--- config.mk ---
export PLATFORM = sky130hd
export DESIGN_NAME = usp_uart
export DESIGN_NICKNAME = d
export VERILOG_FILES = /design/src/hw/usp_uart.v
export VERILOG_INCLUDE_DIRS = /design/src /design/src/hw
export SDC_FILE = /design/constraint.sdc
export NUM_CORES = 1
export LEC_CHECK = 0
export BUFFER_PORTS_ARGS = -buffer_cell sky130_fd_sc_hd__buf_2
export CAP_MARGIN = 20
export CORE_UTILIZATION = 60
export CTS_BUF_LIST = sky130_fd_sc_hd__clkbuf_16
export CTS_CLUSTER_DIAMETER = 30
export DETAILED_ROUTE_END_ITERATION = 7
export PLACE_DENSITY = 0.8
export SYNTH_ARGS = -nofsm -noshare
export SYNTH_HDL_FRONTEND = slang
export SYNTH_SLANG_ARGS = --single-unit
--- constraint.sdc ---
create_clock -name i_clk -period 4.4 [get_ports i_clk]
set_input_delay 0.88 -clock i_clk [delete_from_list [all_inputs] [get_ports i_clk]]
set_output_delay 0.88 -clock i_clk [all_outputs]
set_load 0.03 [all_outputs]
--- src/hw/usp_defs.vh ---
// Constants for the serial port: addresses, control bit positions, modes and timing.
// Contract
// Transmitter and receiver run fully independently; in shift mode the code makes each wait for the other to go idle.
// Receive is double buffered behind shifter.
// Unread held character is overwritten, lost.
// One data address: write transmit, read receive.
// Control register at own address, resets zero.
// Bits 7:6 pick one of four modes.
// Shift-register mode shifts at clock/2.
// Fixed 9-bit mode: clock/32, or /16 doubled.
// Variable modes use external rate tick.
// Control bit 5 enables multiprocessor filtering.
// 8-bit multiprocessor mode needs valid stop bit.
// 9-bit multiprocessor mode needs ninth bit one.
// Filtering off: every character raises receive flag.
// Control bit 4 enables the receiver.
// Transmit flag at eighth bit or stop start.
// Receive flag at eighth bit or mid-stop; in shift mode the code sets it two clocks after the eighth bit.
// Ninth bit, or mode 1 stop, latched.
// Reception starts per mode on enable conditions.
// Serial lines idle high; falling edge starts.
`ifndef USP_DEFS_VH
`define USP_DEFS_VH

// Register addresses.
`define USP_ADDR_CTRL      8'h98
`define USP_ADDR_DATA      8'h99
`define USP_CTRL_RESET     8'h00

// Control register bit positions.
`define USP_BIT_MODE_HI    7
`define USP_BIT_MODE_LO    6
`define USP_BIT_MPEN       5
`define USP_BIT_REN        4
`define USP_BIT_TXNINE     3
`define USP_BIT_RXNINE     2
`define USP_BIT_TXDONE     1
`define USP_BIT_RXDONE     0

// Mode field encodings.
`define USP_MODE_SHIFT     2'h0
`define USP_MODE_UART8     2'h1
`define USP_MODE_UART9F    2'h2
`define USP_MODE_UART9V    2'h3

// Last sample tick of each bit in the asynchronous modes (16 ticks a bit) and the midpoint tick.
`define USP_OVERSAMPLE_MAX 4'hF
`define USP_MID_TICK       4'h7
// Fixed 9-bit mode: clocks per sample tick, plain and doubled (32/16 and 16/16).
`define USP_FIX_DIV_PLAIN  2'h2
`define USP_FIX_DIV_DOUBLE 2'h1

`endif

--- src/hw/usp_uart.v ---
// Serial port with a half-duplex shift-register mode and full-duplex asynchronous modes.
`timescale 1ns/100ps
`default_nettype none
`include "usp_defs.vh"

module usp_uart (
  input  wire       i_clk,
  input  wire       i_rstn,
  input  wire [7:0] i_sfr_addr,
  input  wire       i_sfr_wr,
  input  wire [7:0] i_sfr_wdata,
  input  wire       i_sfr_rd,
  input  wire       i_bit_wr,
  input  wire [2:0] i_bit_sel,
  input  wire       i_bit_val,
  output wire [7:0] o_sfr_rdata,
  output wire       o_tx_ready,
  input  wire       i_rate_double,
  input  wire       i_baud_tick,
  input  wire       i_rxd,
  output wire       o_rxd_out,
  output wire       o_rxd_oe,
  output wire       o_txd
);

  // How the port behaves as a whole.
  // The transmitter and the receiver keep separate state, so in the asynchronous modes a frame can go out while another comes in.
  // Writes to the data address go into a two-entry transmit buffer in front of the transmit shifter.
  // A write while the buffer is full is dropped, so software must watch o_tx_ready before writing.
  // Reads of the data address return the receive holding register, which is separate from the shifter.
  // A new accepted character replaces the held one whether or not it was read; the older one is lost.
  // The receive pin passes two flip-flops before any logic reads it, which costs two clocks of latency.
  // In the asynchronous modes that latency only shifts the sampling point by a fixed amount.
  // In shift-register mode the bit time is only two clocks, so the latency is a whole bit; the receiver
  // runs one extra clock pair with the shift clock held high to collect the last bit.
  // The receive flag therefore comes two clocks later in shift-mode reception; the shift clock is not delayed.
  // Hardware sets of the flags win over a software clear in the same cycle, so no event is ever missed.
  // The stop bit is checked only in 8-bit mode with multiprocessor filtering enabled, so a framing fault
  // otherwise still delivers the character; in 8-bit mode software that cares must check the latched stop bit.

  // Receive state codes.
  localparam [2:0] RX_IDLE  = 3'h0;
  localparam [2:0] RX_START = 3'h1;
  localparam [2:0] RX_DATA  = 3'h2;
  localparam [2:0] RX_STOP  = 3'h3;
  localparam [2:0] RX_SHIFT = 3'h4;
  // Transmit state codes.
  localparam [1:0] TX_IDLE  = 2'h0;
  localparam [1:0] TX_ASYNC = 2'h1;
  localparam [1:0] TX_SHIFT = 2'h2;

  reg  [7:0] ctrl_reg;
  reg  [7:0] rdata_reg;
  reg  [7:0] rx_hold_reg;
  reg        rxd_s1_reg;
  reg        rxd_s2_reg;
  reg        rxd_prev_reg;
  reg  [1:0] div_reg;
  reg        ph_reg;
  reg  [7:0] fifo_mem [0:1];
  reg        wptr_reg;
  reg        rptr_reg;
  reg  [1:0] fcnt_reg;
  reg  [1:0] tx_state_reg;
  reg  [10:0] tx_sh_reg;
  reg  [3:0] tx_idx_reg;
  reg  [3:0] tx_cnt_reg;
  reg  [2:0] rx_state_reg;
  reg  [8:0] rx_sh_reg;
  reg  [3:0] rx_idx_reg;
  reg  [3:0] rx_cnt_reg;

  wire [1:0] mode      = {ctrl_reg[`USP_BIT_MODE_HI], ctrl_reg[`USP_BIT_MODE_LO]};
  wire       mode_sh   = (mode == `USP_MODE_SHIFT);
  wire       nine_bit  = mode[1];
  wire       mpen      = ctrl_reg[`USP_BIT_MPEN];
  wire       ren       = ctrl_reg[`USP_BIT_REN];
  wire       ri        = ctrl_reg[`USP_BIT_RXDONE];
  wire       rxd       = rxd_s2_reg;

  // Data address write fills transmit, read returns receive holding register.
  wire       data_wr   = i_sfr_wr && (i_sfr_addr == `USP_ADDR_DATA);
  wire       ctrl_wr   = i_sfr_wr && (i_sfr_addr == `USP_ADDR_CTRL);

  // Two-entry transmit buffer; a write while full is dropped, so software watches o_tx_ready.
  wire       fifo_full  = (fcnt_reg == 2'h2);
  wire       fifo_valid = (fcnt_reg != 2'h0);
  wire       push       = data_wr && !fifo_full;
  wire       tx_start   = (tx_state_reg == TX_IDLE) && fifo_valid &&
                          !(mode_sh && (rx_state_reg == RX_SHIFT));
  wire       pop        = tx_start;
  assign o_tx_ready = !fifo_full;

  // Sample tick: fixed mode divides the core clock, variable modes follow the rate source.
  wire [1:0] fix_div = i_rate_double ? `USP_FIX_DIV_DOUBLE : `USP_FIX_DIV_PLAIN;
  wire       s_tick  = (mode == `USP_MODE_UART9F) ? (div_reg == 2'h0) : i_baud_tick;

  // Shift-register mode phase: low half then high half of each clock/2 bit.
  wire       sh_busy = (tx_state_reg == TX_SHIFT) || (rx_state_reg == RX_SHIFT);

  // Receive completion and acceptance checks.
  wire       rx_done_async = (rx_state_reg == RX_STOP) && s_tick && (rx_cnt_reg == `USP_OVERSAMPLE_MAX);
  // Shift-mode receive: the sample taken in clock pair n holds bit n-1, because the pin arrives two
  // flip-flops late, so pair 8 runs without a clock pulse and brings in the last bit.
  wire       rx_done_sh    = (rx_state_reg == RX_SHIFT) && ph_reg && (rx_idx_reg == 4'h8);
  wire       sh_clk_on     = (tx_state_reg == TX_SHIFT) || ((rx_state_reg == RX_SHIFT) && (rx_idx_reg != 4'h8));
  wire [7:0] rx_data_async = nine_bit ? rx_sh_reg[7:0] : rx_sh_reg[8:1];
  wire       rx_ninth      = nine_bit ? rx_sh_reg[8] : rxd;
  wire       rx_accept     = !mpen || rx_ninth;
  wire       rx_set        = rx_done_sh || (rx_done_async && rx_accept);

  // Transmit flag events.
  wire [3:0] tx_last  = nine_bit ? 4'hA : 4'h9;
  wire       tx_bitend = (tx_state_reg == TX_ASYNC) && s_tick && (tx_cnt_reg == `USP_OVERSAMPLE_MAX);
  wire       tx_set   = (tx_bitend && (tx_idx_reg == tx_last - 4'h1)) ||
                        ((tx_state_reg == TX_SHIFT) && ph_reg && (tx_idx_reg == 4'h7));

  // Pin synchroniser, edge history and tick divider.
  // The edge history compares the second flip-flop with a third one, never the first, so a
  // metastable first stage cannot fake a start bit. All three reset high to match the idle line.
  always @(posedge i_clk) begin
    if (!i_rstn) begin
      rxd_s1_reg   <= 1'b1;
      rxd_s2_reg   <= 1'b1;
      rxd_prev_reg <= 1'b1;
      div_reg      <= 2'h0;
      ph_reg       <= 1'b0;
    end else begin
      rxd_s1_reg   <= i_rxd;
      rxd_s2_reg   <= rxd_s1_reg;
      rxd_prev_reg <= rxd_s2_reg;
      ph_reg       <= sh_busy ? ~ph_reg : 1'b0;
      if (div_reg == 2'h0 || div_reg >= fix_div) begin
        div_reg <= fix_div - 2'h1;
      end else begin
        div_reg <= div_reg - 2'h1;
      end
    end
  end

  // Control register: byte and bit writes; hardware sets win over software clears.
  // The hardware updates are written after the software ones so that they take priority when both
  // fall in one cycle; a flag cleared by software in the cycle of its event therefore stays set.
  always @(posedge i_clk) begin
    if (!i_rstn) begin
      ctrl_reg <= `USP_CTRL_RESET;
    end else begin
      if (ctrl_wr) begin
        ctrl_reg <= i_sfr_wdata;
      end else if (i_bit_wr) begin
        ctrl_reg[i_bit_sel] <= i_bit_val;
      end
      if (rx_done_async && rx_accept) begin
        ctrl_reg[`USP_BIT_RXNINE] <= rx_ninth;
      end
      if (rx_set) begin
        ctrl_reg[`USP_BIT_RXDONE] <= 1'b1;
      end
      if (tx_set) begin
        ctrl_reg[`USP_BIT_TXDONE] <= 1'b1;
      end
    end
  end

  // Registered read data, one cycle after the read strobe.
  always @(posedge i_clk) begin
    if (!i_rstn) begin
      rdata_reg <= 8'h00;
    end else if (i_sfr_rd) begin
      if (i_sfr_addr == `USP_ADDR_CTRL) begin
        rdata_reg <= ctrl_reg;
      end else if (i_sfr_addr == `USP_ADDR_DATA) begin
        rdata_reg <= rx_hold_reg;
      end else begin
        rdata_reg <= 8'h00;
      end
    end
  end
  assign o_sfr_rdata = rdata_reg;

  // Transmit buffer storage and pointers.
  // The storage has no reset: an entry is only read after it has been written, so its reset value
  // would never be seen, and leaving it out keeps the array free of a reset path.
  always @(posedge i_clk) begin
    if (!i_rstn) begin
      wptr_reg <= 1'b0;
      rptr_reg <= 1'b0;
      fcnt_reg <= 2'h0;
    end else begin
      if (push) begin
        fifo_mem[wptr_reg] <= i_sfr_wdata;
        wptr_reg           <= ~wptr_reg;
      end
      if (pop) begin
        rptr_reg <= ~rptr_reg;
      end
      if (push && !pop) begin
        fcnt_reg <= fcnt_reg + 2'h1;
      end else if (pop && !push) begin
        fcnt_reg <= fcnt_reg - 2'h1;
      end
    end
  end

  // Transmitter; runs on its own state, but in shift mode it waits for a shift-mode reception to end.
  always @(posedge i_clk) begin
    if (!i_rstn) begin
      tx_state_reg <= TX_IDLE;
      tx_sh_reg    <= 11'h7FF;
      tx_idx_reg   <= 4'h0;
      tx_cnt_reg   <= 4'h0;
    end else begin
      case (tx_state_reg)
        TX_IDLE: begin
          tx_idx_reg <= 4'h0;
          tx_cnt_reg <= 4'h0;
          if (tx_start) begin
            if (mode_sh) begin
              tx_sh_reg    <= {3'h7, fifo_mem[rptr_reg]};
              tx_state_reg <= TX_SHIFT;
            end else begin
              // Stop bit and, in 9-bit modes, the programmed ninth bit follow the data.
              tx_sh_reg    <= {1'b1, nine_bit ? ctrl_reg[`USP_BIT_TXNINE] : 1'b1, fifo_mem[rptr_reg], 1'b0};
              tx_state_reg <= TX_ASYNC;
            end
          end
        end
        TX_ASYNC: begin
          if (s_tick) begin
            tx_cnt_reg <= tx_cnt_reg + 4'h1;
          end
          if (tx_bitend) begin
            tx_sh_reg  <= {1'b1, tx_sh_reg[10:1]};
            tx_idx_reg <= tx_idx_reg + 4'h1;
            if (tx_idx_reg == tx_last) begin
              tx_state_reg <= TX_IDLE;
            end
          end
        end
        TX_SHIFT: begin
          if (ph_reg) begin
            tx_sh_reg  <= {1'b1, tx_sh_reg[10:1]};
            tx_idx_reg <= tx_idx_reg + 4'h1;
            if (tx_idx_reg == 4'h7) begin
              tx_state_reg <= TX_IDLE;
            end
          end
        end
        default: begin
          tx_state_reg <= TX_IDLE;
        end
      endcase
    end
  end

  // Receiver: shifter plus separate holding register, so a new frame may arrive unread.
  always @(posedge i_clk) begin
    if (!i_rstn) begin
      rx_state_reg <= RX_IDLE;
      rx_sh_reg    <= 9'h000;
      rx_idx_reg   <= 4'h0;
      rx_cnt_reg   <= 4'h0;
      rx_hold_reg  <= 8'h00;
    end else begin
      case (rx_state_reg)
        RX_IDLE: begin
          rx_idx_reg <= 4'h0;
          rx_cnt_reg <= 4'h0;
          if (mode_sh) begin
            // Shift mode waits for an empty flag and no transmit in flight.
            if (ren && !ri && (tx_state_reg == TX_IDLE) && !fifo_valid) begin
              rx_state_reg <= RX_SHIFT;
            end
          end else if (ren && rxd_prev_reg && !rxd) begin
            rx_state_reg <= RX_START;
          end
        end
        RX_START: begin
          if (s_tick) begin
            rx_cnt_reg <= rx_cnt_reg + 4'h1;
            if (rx_cnt_reg == `USP_MID_TICK) begin
              // A start bit that is high again at its middle was a glitch.
              rx_state_reg <= rxd ? RX_IDLE : RX_DATA;
              rx_cnt_reg   <= 4'h0;
            end
          end
        end
        RX_DATA: begin
          if (s_tick) begin
            rx_cnt_reg <= rx_cnt_reg + 4'h1;
            if (rx_cnt_reg == `USP_OVERSAMPLE_MAX) begin
              rx_sh_reg  <= {rxd, rx_sh_reg[8:1]};
              rx_idx_reg <= rx_idx_reg + 4'h1;
              if (rx_idx_reg == (nine_bit ? 4'h8 : 4'h7)) begin
                rx_state_reg <= RX_STOP;
              end
            end
          end
        end
        RX_STOP: begin
          if (s_tick) begin
            rx_cnt_reg <= rx_cnt_reg + 4'h1;
          end
          if (rx_done_async) begin
            if (rx_accept) begin
              rx_hold_reg <= rx_data_async;
            end
            rx_state_reg <= RX_IDLE;
          end
        end
        RX_SHIFT: begin
          // Sample on the rising half of the shift clock, LSB first.
          // The first sample is the pin before the first clock pulse and ends up in bit 1 of the
          // shifter, where the final load below leaves it out.
          if (ph_reg) begin
            rx_sh_reg  <= {rxd, rx_sh_reg[8:1]};
            rx_idx_reg <= rx_idx_reg + 4'h1;
            if (rx_done_sh) begin
              rx_hold_reg  <= {rxd, rx_sh_reg[8:2]};
              rx_state_reg <= RX_IDLE;
            end
          end
        end
        default: begin
          rx_state_reg <= RX_IDLE;
        end
      endcase
    end
  end

  // Pins: shift mode drives data on the receive pin and the clock on the transmit pin.
  // The data pin is driven only while transmitting, so in shift-mode reception the far side owns it.
  // The shift clock stays high during the extra receive pair, so the far side sees exactly eight pulses.
  assign o_rxd_oe  = (tx_state_reg == TX_SHIFT);
  assign o_rxd_out = (tx_state_reg == TX_SHIFT) ? tx_sh_reg[0] : 1'b1;
  assign o_txd     = mode_sh ? (sh_clk_on ? ph_reg : 1'b1)
                             : ((tx_state_reg == TX_ASYNC) ? tx_sh_reg[0] : 1'b1);

endmodule // usp_uart
`default_nettype wire

==> flow_summary.yaml, run 1 <==
routing:
  dr.pass1.iters: 5
  routed-via-count: 3934
  detail_route.drc_violations: 0
  ant_nets: 0
  avgRoutedWirePerCell_um: 16.2
  vias_per_cell: 6.07
  wirelength_mm: 10.5
  drt_iter0_drc: 296
clock_tree:
  clk_pin_slew_ns: 0.06
  cts_tree: "yes"
  post-cts-setup-buffer-count: 0
  numClockSinks: 91
  ctsResizeCount: 0
  cts_buffers: 9
  htreeDepth: 3
  cts_max_path_buffers: 2
  clockRootBuffer: "clkbuf_16"
  clk-insertion-delay-late_ns: 0.34
  postCtsHoldBufs: 0
place:
  placedCellCount: 631
  place_congestion: 0.834
  port_buffers: 39
  hpwl_mm: 7.08
  placed_area_mm2: 0.00502
run_status:
  status: "finished, final reports clean"
synth:
  yosysMostFrequentCell: "dfxtp_1"
  synth_cell_type_count: 69
  ys_warn_count: 0
  synth_edf_count: 16
  synth_ff_type: "dfxtp_1"
  synth_common_cells: "dfxtp_1 (75), nor2_1 (56), a21oi_1 (44)"
  ys_ff_latch: 91
  ys_top_cells_by_area: "dfxtp_1 (31%), edfxtp_1 (10%), mux2i_1 (6.5%)"
  synth_nets: 554
  syn_inst: 514
  async_flop_share_pct: 0
  avgSynthCellArea_um2: 9.32
  ys_seq_area_share_pct: 41.4
  synth_top_area_share_pct: 31.3
  yosys.area.top_type: "dfxtp_1"
  synth_area_mm2: 0.00479
finish:
  n_antenna_cell: 0
  final_nets: 581
  drive_above_1_share_pct: 16.8
  largest_reg_flops: 16
  final_core_util_pct: 69.3
  fin_area_mm2: 0.00536
  area_growth_pct: 11.8
  fin_cells: 648
die:
  boundaryPins: 40
  num_rows: 32
  die_area_mm2: 0.00835
  core_region_area_mm2: 0.00773
  die_h_um: 91.4
  dieWidth_um: 91.4
  start_util_pct: 62.0
critical_path:
  required_ns: 3.52
  worstReg2RegStart: "rx_state_reg[2]"
  r2r_cells: 6
  cp_max_fo: 20
  r2r_slack_ns: 2.05
  regToRegEndpoint: "rx_idx_reg[0]"
  endpoint_kind: "output pin"
  worstSetupStartpoint: "rx_state_reg[0]"
  cp-start-kind: "register"
  criticalPathCategory: "register to output pin"
  arrival_ns: 1.98
grt:
  grt_pass1_wl_mm: 17.2
  first_global_vias: 3590
  gr-total-overflow: 0
  grt_util_all_layers_pct: 26.0
  grt_max_degree: 52
  antenna_found_initial: 0
sta:
  finClkSkew_ns: 0.00599
  tns_ns: 0
  post-route-period-util_pct: 64.9
  rsz0062_at_grt: "false"
  max_freq_mhz: 350
  setup_violations: 0
  drv_slew: 0
  worst_pin_slew_ns: 0.850
  final_hold_viol_count: 0
  fin_crit_ns: 2.86
  maxSlewHeadroom_pct: 43.3
min_path:
  min_path_cells: 1
  hold_path.startpoint: "rxd_s1_reg"
  hold-path-endpoint: "rxd"
  hold_path.class: "register to register"
power:
  power.leakage_nw: 1.96
  vdd_drop_max_uv: 256
  power.density_mw_per_mm2: 500
run:
  maxCapViolations: 0
## logic make-up (layout without fill, tap and decap cells)
kind of cell	after synthesis	after routing	share of synthesized area [%]
AND/OR/NAND/NOR	192	192	21.5
AO/OA/AOI/OAI	124	124	17.3
flip-flops	91	91	41.4
multiplexers	46	46	11.6
buffers and inverters	43	75	4.00
adder cells (fa/ha/maj)	12	12	3.13
XOR/XNOR	6	6	1.10
## worst max-delay path, cell delays in order (launching register included)
cell and delay (ns):
dfxtp_1 0.66, nor3b_1 0.14, buf_4 0.23, a21oi_1 0.14
nor3_1 0.06, a31oi_1 0.18, buf_2 0.23
## worst max-delay path by stage
stage	slack, ns	end	cells after the start
6_report	1.54	o_txd	6
5_1_grt	1.35	o_txd	6
4_1_cts	1.56	o_txd	6
3_5_place_dp	1.59	ctrl_reg[0]	6
3_3_place_gp	1.71	ctrl_reg[0]	6
2_1_floorplan	1.73	fifo_mem[0][0]	3
## layer usage
metal	vias up	GRT usage, %	wire, µm
met2	114	44.1	5100
met5	-	0	0
met4	0	7.54	119
met1	1867	33.1	4690
li1	1937	-	-
met3	16	6.03	583
## cell usage in the layout (no fill, tap or decap), types with 4 or more instances in the layout
cell / instances
a211oi_1: 10
xor2_1: 4
inv_1: 14
a21oi_1: 44
nand2b_1: 10
and3_1: 5
o21ai_1: 7
dfxtp_1: 75
clkbuf_16: 9
a2111oi_2: 6
nand4b_1: 5
nor4bb_1: 4
nand2_1: 32
nor2b_1: 17
buf_2: 39
o21ai_0: 28
nor2_1: 56
edfxtp_1: 16
mux4_2: 7
mux2_2: 8
ha_1: 12
nor3_1: 11
buf_4: 6
nand3b_1: 6
mux2i_1: 31
nand3_1: 22
## area by class of cell
| type | instances | area, µm² |
|---|---|---|
| Multi-Input combinational cell | 380 | 2620 |
| Tap cell | 102 | 128 |
| Clock inverter | 7 | 110 |
| Clock buffer | 9 | 225 |
| Timing Repair Buffer | 46 | 245 |
| Fill cell | 565 | 2370 |
| Sequential cell | 91 | 1980 |
| Inverter | 13 | 48.8 |
## where the power goes
part           switching (W)  total (W)  internal (W)
Clock               0.000312   0.000862      0.000550
Sequential         0.0000989    0.00102      0.000923
Combinational       0.000478   0.000795      0.000317
## stage by stage
stage	power (W)	hold slack, ns	worst slack (ns)
floorplan	0.00167	0.386	1.73
global placement	0.00179	0.389	1.71
detailed placement	0.00181	0.399	1.59
CTS	0.00268	0.416	1.56
global route	0.00281	0.440	1.35
finish	0.00268	0.412	1.54
Note: power is estimated with default switching activity, not from simulation.
==> inputs of run 2 (changes only) <==
--- a/config.mk
+++ b/config.mk
@@ -6,13 +6,14 @@
 export SDC_FILE = /design/constraint.sdc
 export NUM_CORES = 1
 export LEC_CHECK = 0
+export ABC_AREA = 1
 export BUFFER_PORTS_ARGS = -buffer_cell sky130_fd_sc_hd__buf_2
 export CAP_MARGIN = 20
-export CORE_UTILIZATION = 60
+export CORE_UTILIZATION = 54
 export CTS_BUF_LIST = sky130_fd_sc_hd__clkbuf_16
 export CTS_CLUSTER_DIAMETER = 30
 export DETAILED_ROUTE_END_ITERATION = 7
-export PLACE_DENSITY = 0.8
+export PLACE_DENSITY = 0.76
 export SYNTH_ARGS = -nofsm -noshare
 export SYNTH_HDL_FRONTEND = slang
 export SYNTH_SLANG_ARGS = --single-unit
==> constraint.sdc (replaced) <==
create_clock -name i_clk -period 2.6 [get_ports i_clk]
set_input_delay 0.52 -clock i_clk [delete_from_list [all_inputs] [get_ports i_clk]]
set_output_delay 0.52 -clock i_clk [all_outputs]
set_load 0.03 [all_outputs]
==> run 2 against run 1 <==
Clock power up 54%; worst setup slack worse by 1.2 ns; hold slack worse by 0.044 ns; final cell count up 27%; area after synthesis down 0.29%; non-clock buffer count down 1; via count up 13%; clock skew up 0.0074 ns; global-route usage down 0.11 points.
==> flow_summary.yaml, run 2 <==
run_status:
  status: "finished, final reports clean"
synth:
  synth_cell_type_count: 38
  ys_ff_latch: 91
  async_flop_share_pct: 0
  ys_seq_area_share_pct: 41.5
  synth_common_cells: "nand2_1 (155), nor2_1 (89), inv_1 (85)"
  yosysMostFrequentCell: "nand2_1"
  synth_nets: 719
  yosys.area.top_type: "dfxtp_1"
  ys_top_cells_by_area: "dfxtp_1 (31%), nand2_1 (12%), edfxtp_1 (10%)"
  synth_ff_type: "dfxtp_1"
  synth_top_area_share_pct: 31.4
  avgSynthCellArea_um2: 7.04
  synth_area_mm2: 0.00478
  synth_edf_count: 16
  syn_inst: 679
  ys_warn_count: 0
power:
  power.leakage_nw: 2.54
  vdd_drop_max_uv: 507
  power.density_mw_per_mm2: 1070
  report.power.total_w: 0.00570
finish:
  final_nets: 754
  nFillCells: 762
  largest_reg_flops: 16
  n_antenna_cell: 0
  area_growth_pct: 11.6
  drive_above_1_share_pct: 11.7
  layout_commonest_cell: "nand2_1"
  layout_common_cells: "nand2_1 (155), nor2_1 (89), inv_1 (85), dfxtp_1 (75)"
clock_tree:
  clockRootBuffer: "clkbuf_16"
  cts_tree: "yes"
  cts_buffers: 9
  clk-insertion-delay-late_ns: 0.35
  clk_pin_slew_ns: 0.07
  cts_max_path_buffers: 2
  postCtsHoldBufs: 0
  post-cts-setup-buffer-count: 0
  htreeDepth: 3
  numClockSinks: 91
  ctsResizeCount: 0
routing:
  vias_per_cell: 5.42
  drt_iter0_drc: 242
  routed-via-count: 4464
  dr.pass1.iters: 4
  wirelength_mm: 11.0
  ant_nets: 0
  avgRoutedWirePerCell_um: 13.4
  detail_route.drc_violations: 0
sta:
  rsz0062_at_grt: "false"
  worst_pin_slew_ns: 0.520
  max_freq_mhz: 445
  setup_violations: 0
  finClkSkew_ns: 0.0134
  final_hold_viol_count: 0
  drv_slew: 0
  maxSlewHeadroom_pct: 65.3
  post-route-period-util_pct: 86.5
  tns_ns: 0
  fin_crit_ns: 2.25
grt:
  grt_util_all_layers_pct: 25.9
  gr-usage-met1_pct: 30.6
  grt_pass1_wl_mm: 18.3
  gr-total-overflow: 0
  use_met3_pct: 3.55
  top_usage_layer: "met2"
  grt_max_degree: 53
  grt_util_met2_pct: 45.9
  first_global_vias: 4158
  antenna_found_initial: 0
min_path:
  hold_path.startpoint: "i_rxd"
  min_path_cells: 2
  hold-path-endpoint: "rxd_s1_reg"
  hold_path.class: "input pin to register"
critical_path:
  r2r_slack_ns: 0.59
  worstReg2RegStart: "tx_state_reg[0]"
  cpMostUsedCell: "inv_1"
  required_ns: 2.08
  regToRegEndpoint: "tx_sh_reg[5]"
  arrival_ns: 1.73
  cpPeakStageDelay_ns: 0.41
  crit_chain: "inv_1, ha_1, inv_1, nor2_1, inv_1, nand3_1, nand2_1, buf_2"
  r2r_cells: 9
  cp_max_fo: 4
  cp_slowest_cell: "dfxtp_1"
  criticalPathCategory: "register to output pin"
  cp-start-kind: "register"
  endpoint_kind: "output pin"
die:
  dieWidth_um: 96.1
  core_region_area_mm2: 0.00838
  die_area_mm2: 0.00923
  boundaryPins: 40
  start_util_pct: 57.0
  num_rows: 33
  die_h_um: 96.1
place:
  place_congestion: 0.898
  hpwl_mm: 7.99
  port_buffers: 39
run:
  maxCapViolations: 0
-- run 2: cell types whose count changed after synthesis, moves of 10 or more --
cell,previous run,this run
inv_1,12,85
mux2i_1,31,0
o211ai_1,1,12
nand2_1,32,155
nand3_1,22,57
nor2_1,56,89
o21ai_0,28,57
nand2b_1,10,0
nor2b_1,17,0
-- run 2: layout make-up --
type                            count  area, µm²  share of cell area [%]
Multi-Input combinational cell    477       2330                    43.6
Inverter                           90        340                    6.38
Clock inverter                      7       86.3                    1.62
Timing Repair Buffer               45        240                    4.50
Clock buffer                        9        225                    4.22
Sequential cell                    91       1980                    37.2
Tap cell                          105        131                    2.46
-- run 2: critical path, delay by kind of cell, from the launching register on --
kind	cells	cell delay, ns
buffers and inverters	4	0.49
DFF	1	0.41
adders and majority gates	1	0.25
and+or+nand+nor	3	0.23
-- run 2: kinds of logic (layout without fill, tap and decap cells) --
logic type,count (synthesis),count (layout),synth area share [%]
xor+xnor,5,5,0.917
fa+ha+maj,12,12,3.14
simple gates,334,334,29.9
buf+inv,111,151,9.80
compound gates,126,126,14.7
flops,91,91,41.5
-- run 2: report_power, final --
group	total [W]	internal (W)	switching [W]	leakage (nW)
Combinational	0.00239	0.000804	0.00158	1.63
Sequential	0.00199	0.00175	0.000236	0.758
Clock	0.00133	0.000690	0.000643	0.151
-- run 2: worst max path at each step --
stage | cells past startpoint | end | slack, ns | start
finish | 8 | o_txd | 0.35 | tx_state_reg[0]
CTS | 8 | o_txd | 0.37 | tx_state_reg[0]
global route | 8 | o_txd | 0.26 | tx_state_reg[0]
floorplan | 4 | fifo_mem[1][0] | 0.47 | i_sfr_addr[1]
global placement | 10 | fcnt_reg[1] | 0.37 | i_sfr_addr[1]
detailed placement | 10 | fcnt_reg[1] | 0.28 | i_sfr_addr[1]
-- run 2: through the flow --
stage               instance area (µm²)  cells  setup slack [ns]  utilization (%)  hold WS [ns]
floorplan                          4780    679             0.470                -         0.393
global placement                   5020    808             0.371             59.9         0.396
detailed placement                 5020    808             0.283             59.9         0.409
CTS                                5330    824             0.367             63.6         0.360
global route                       5330    824             0.260             63.6         0.364
finish                             5330    824             0.351             63.6         0.368
-- run 2: metal layers --
layer  vias up  routed length (µm)
li1       2280                   -
met1      2059                4920
met2        99                5420
met3        26                 365
met4         0                 306
met5         -                   0
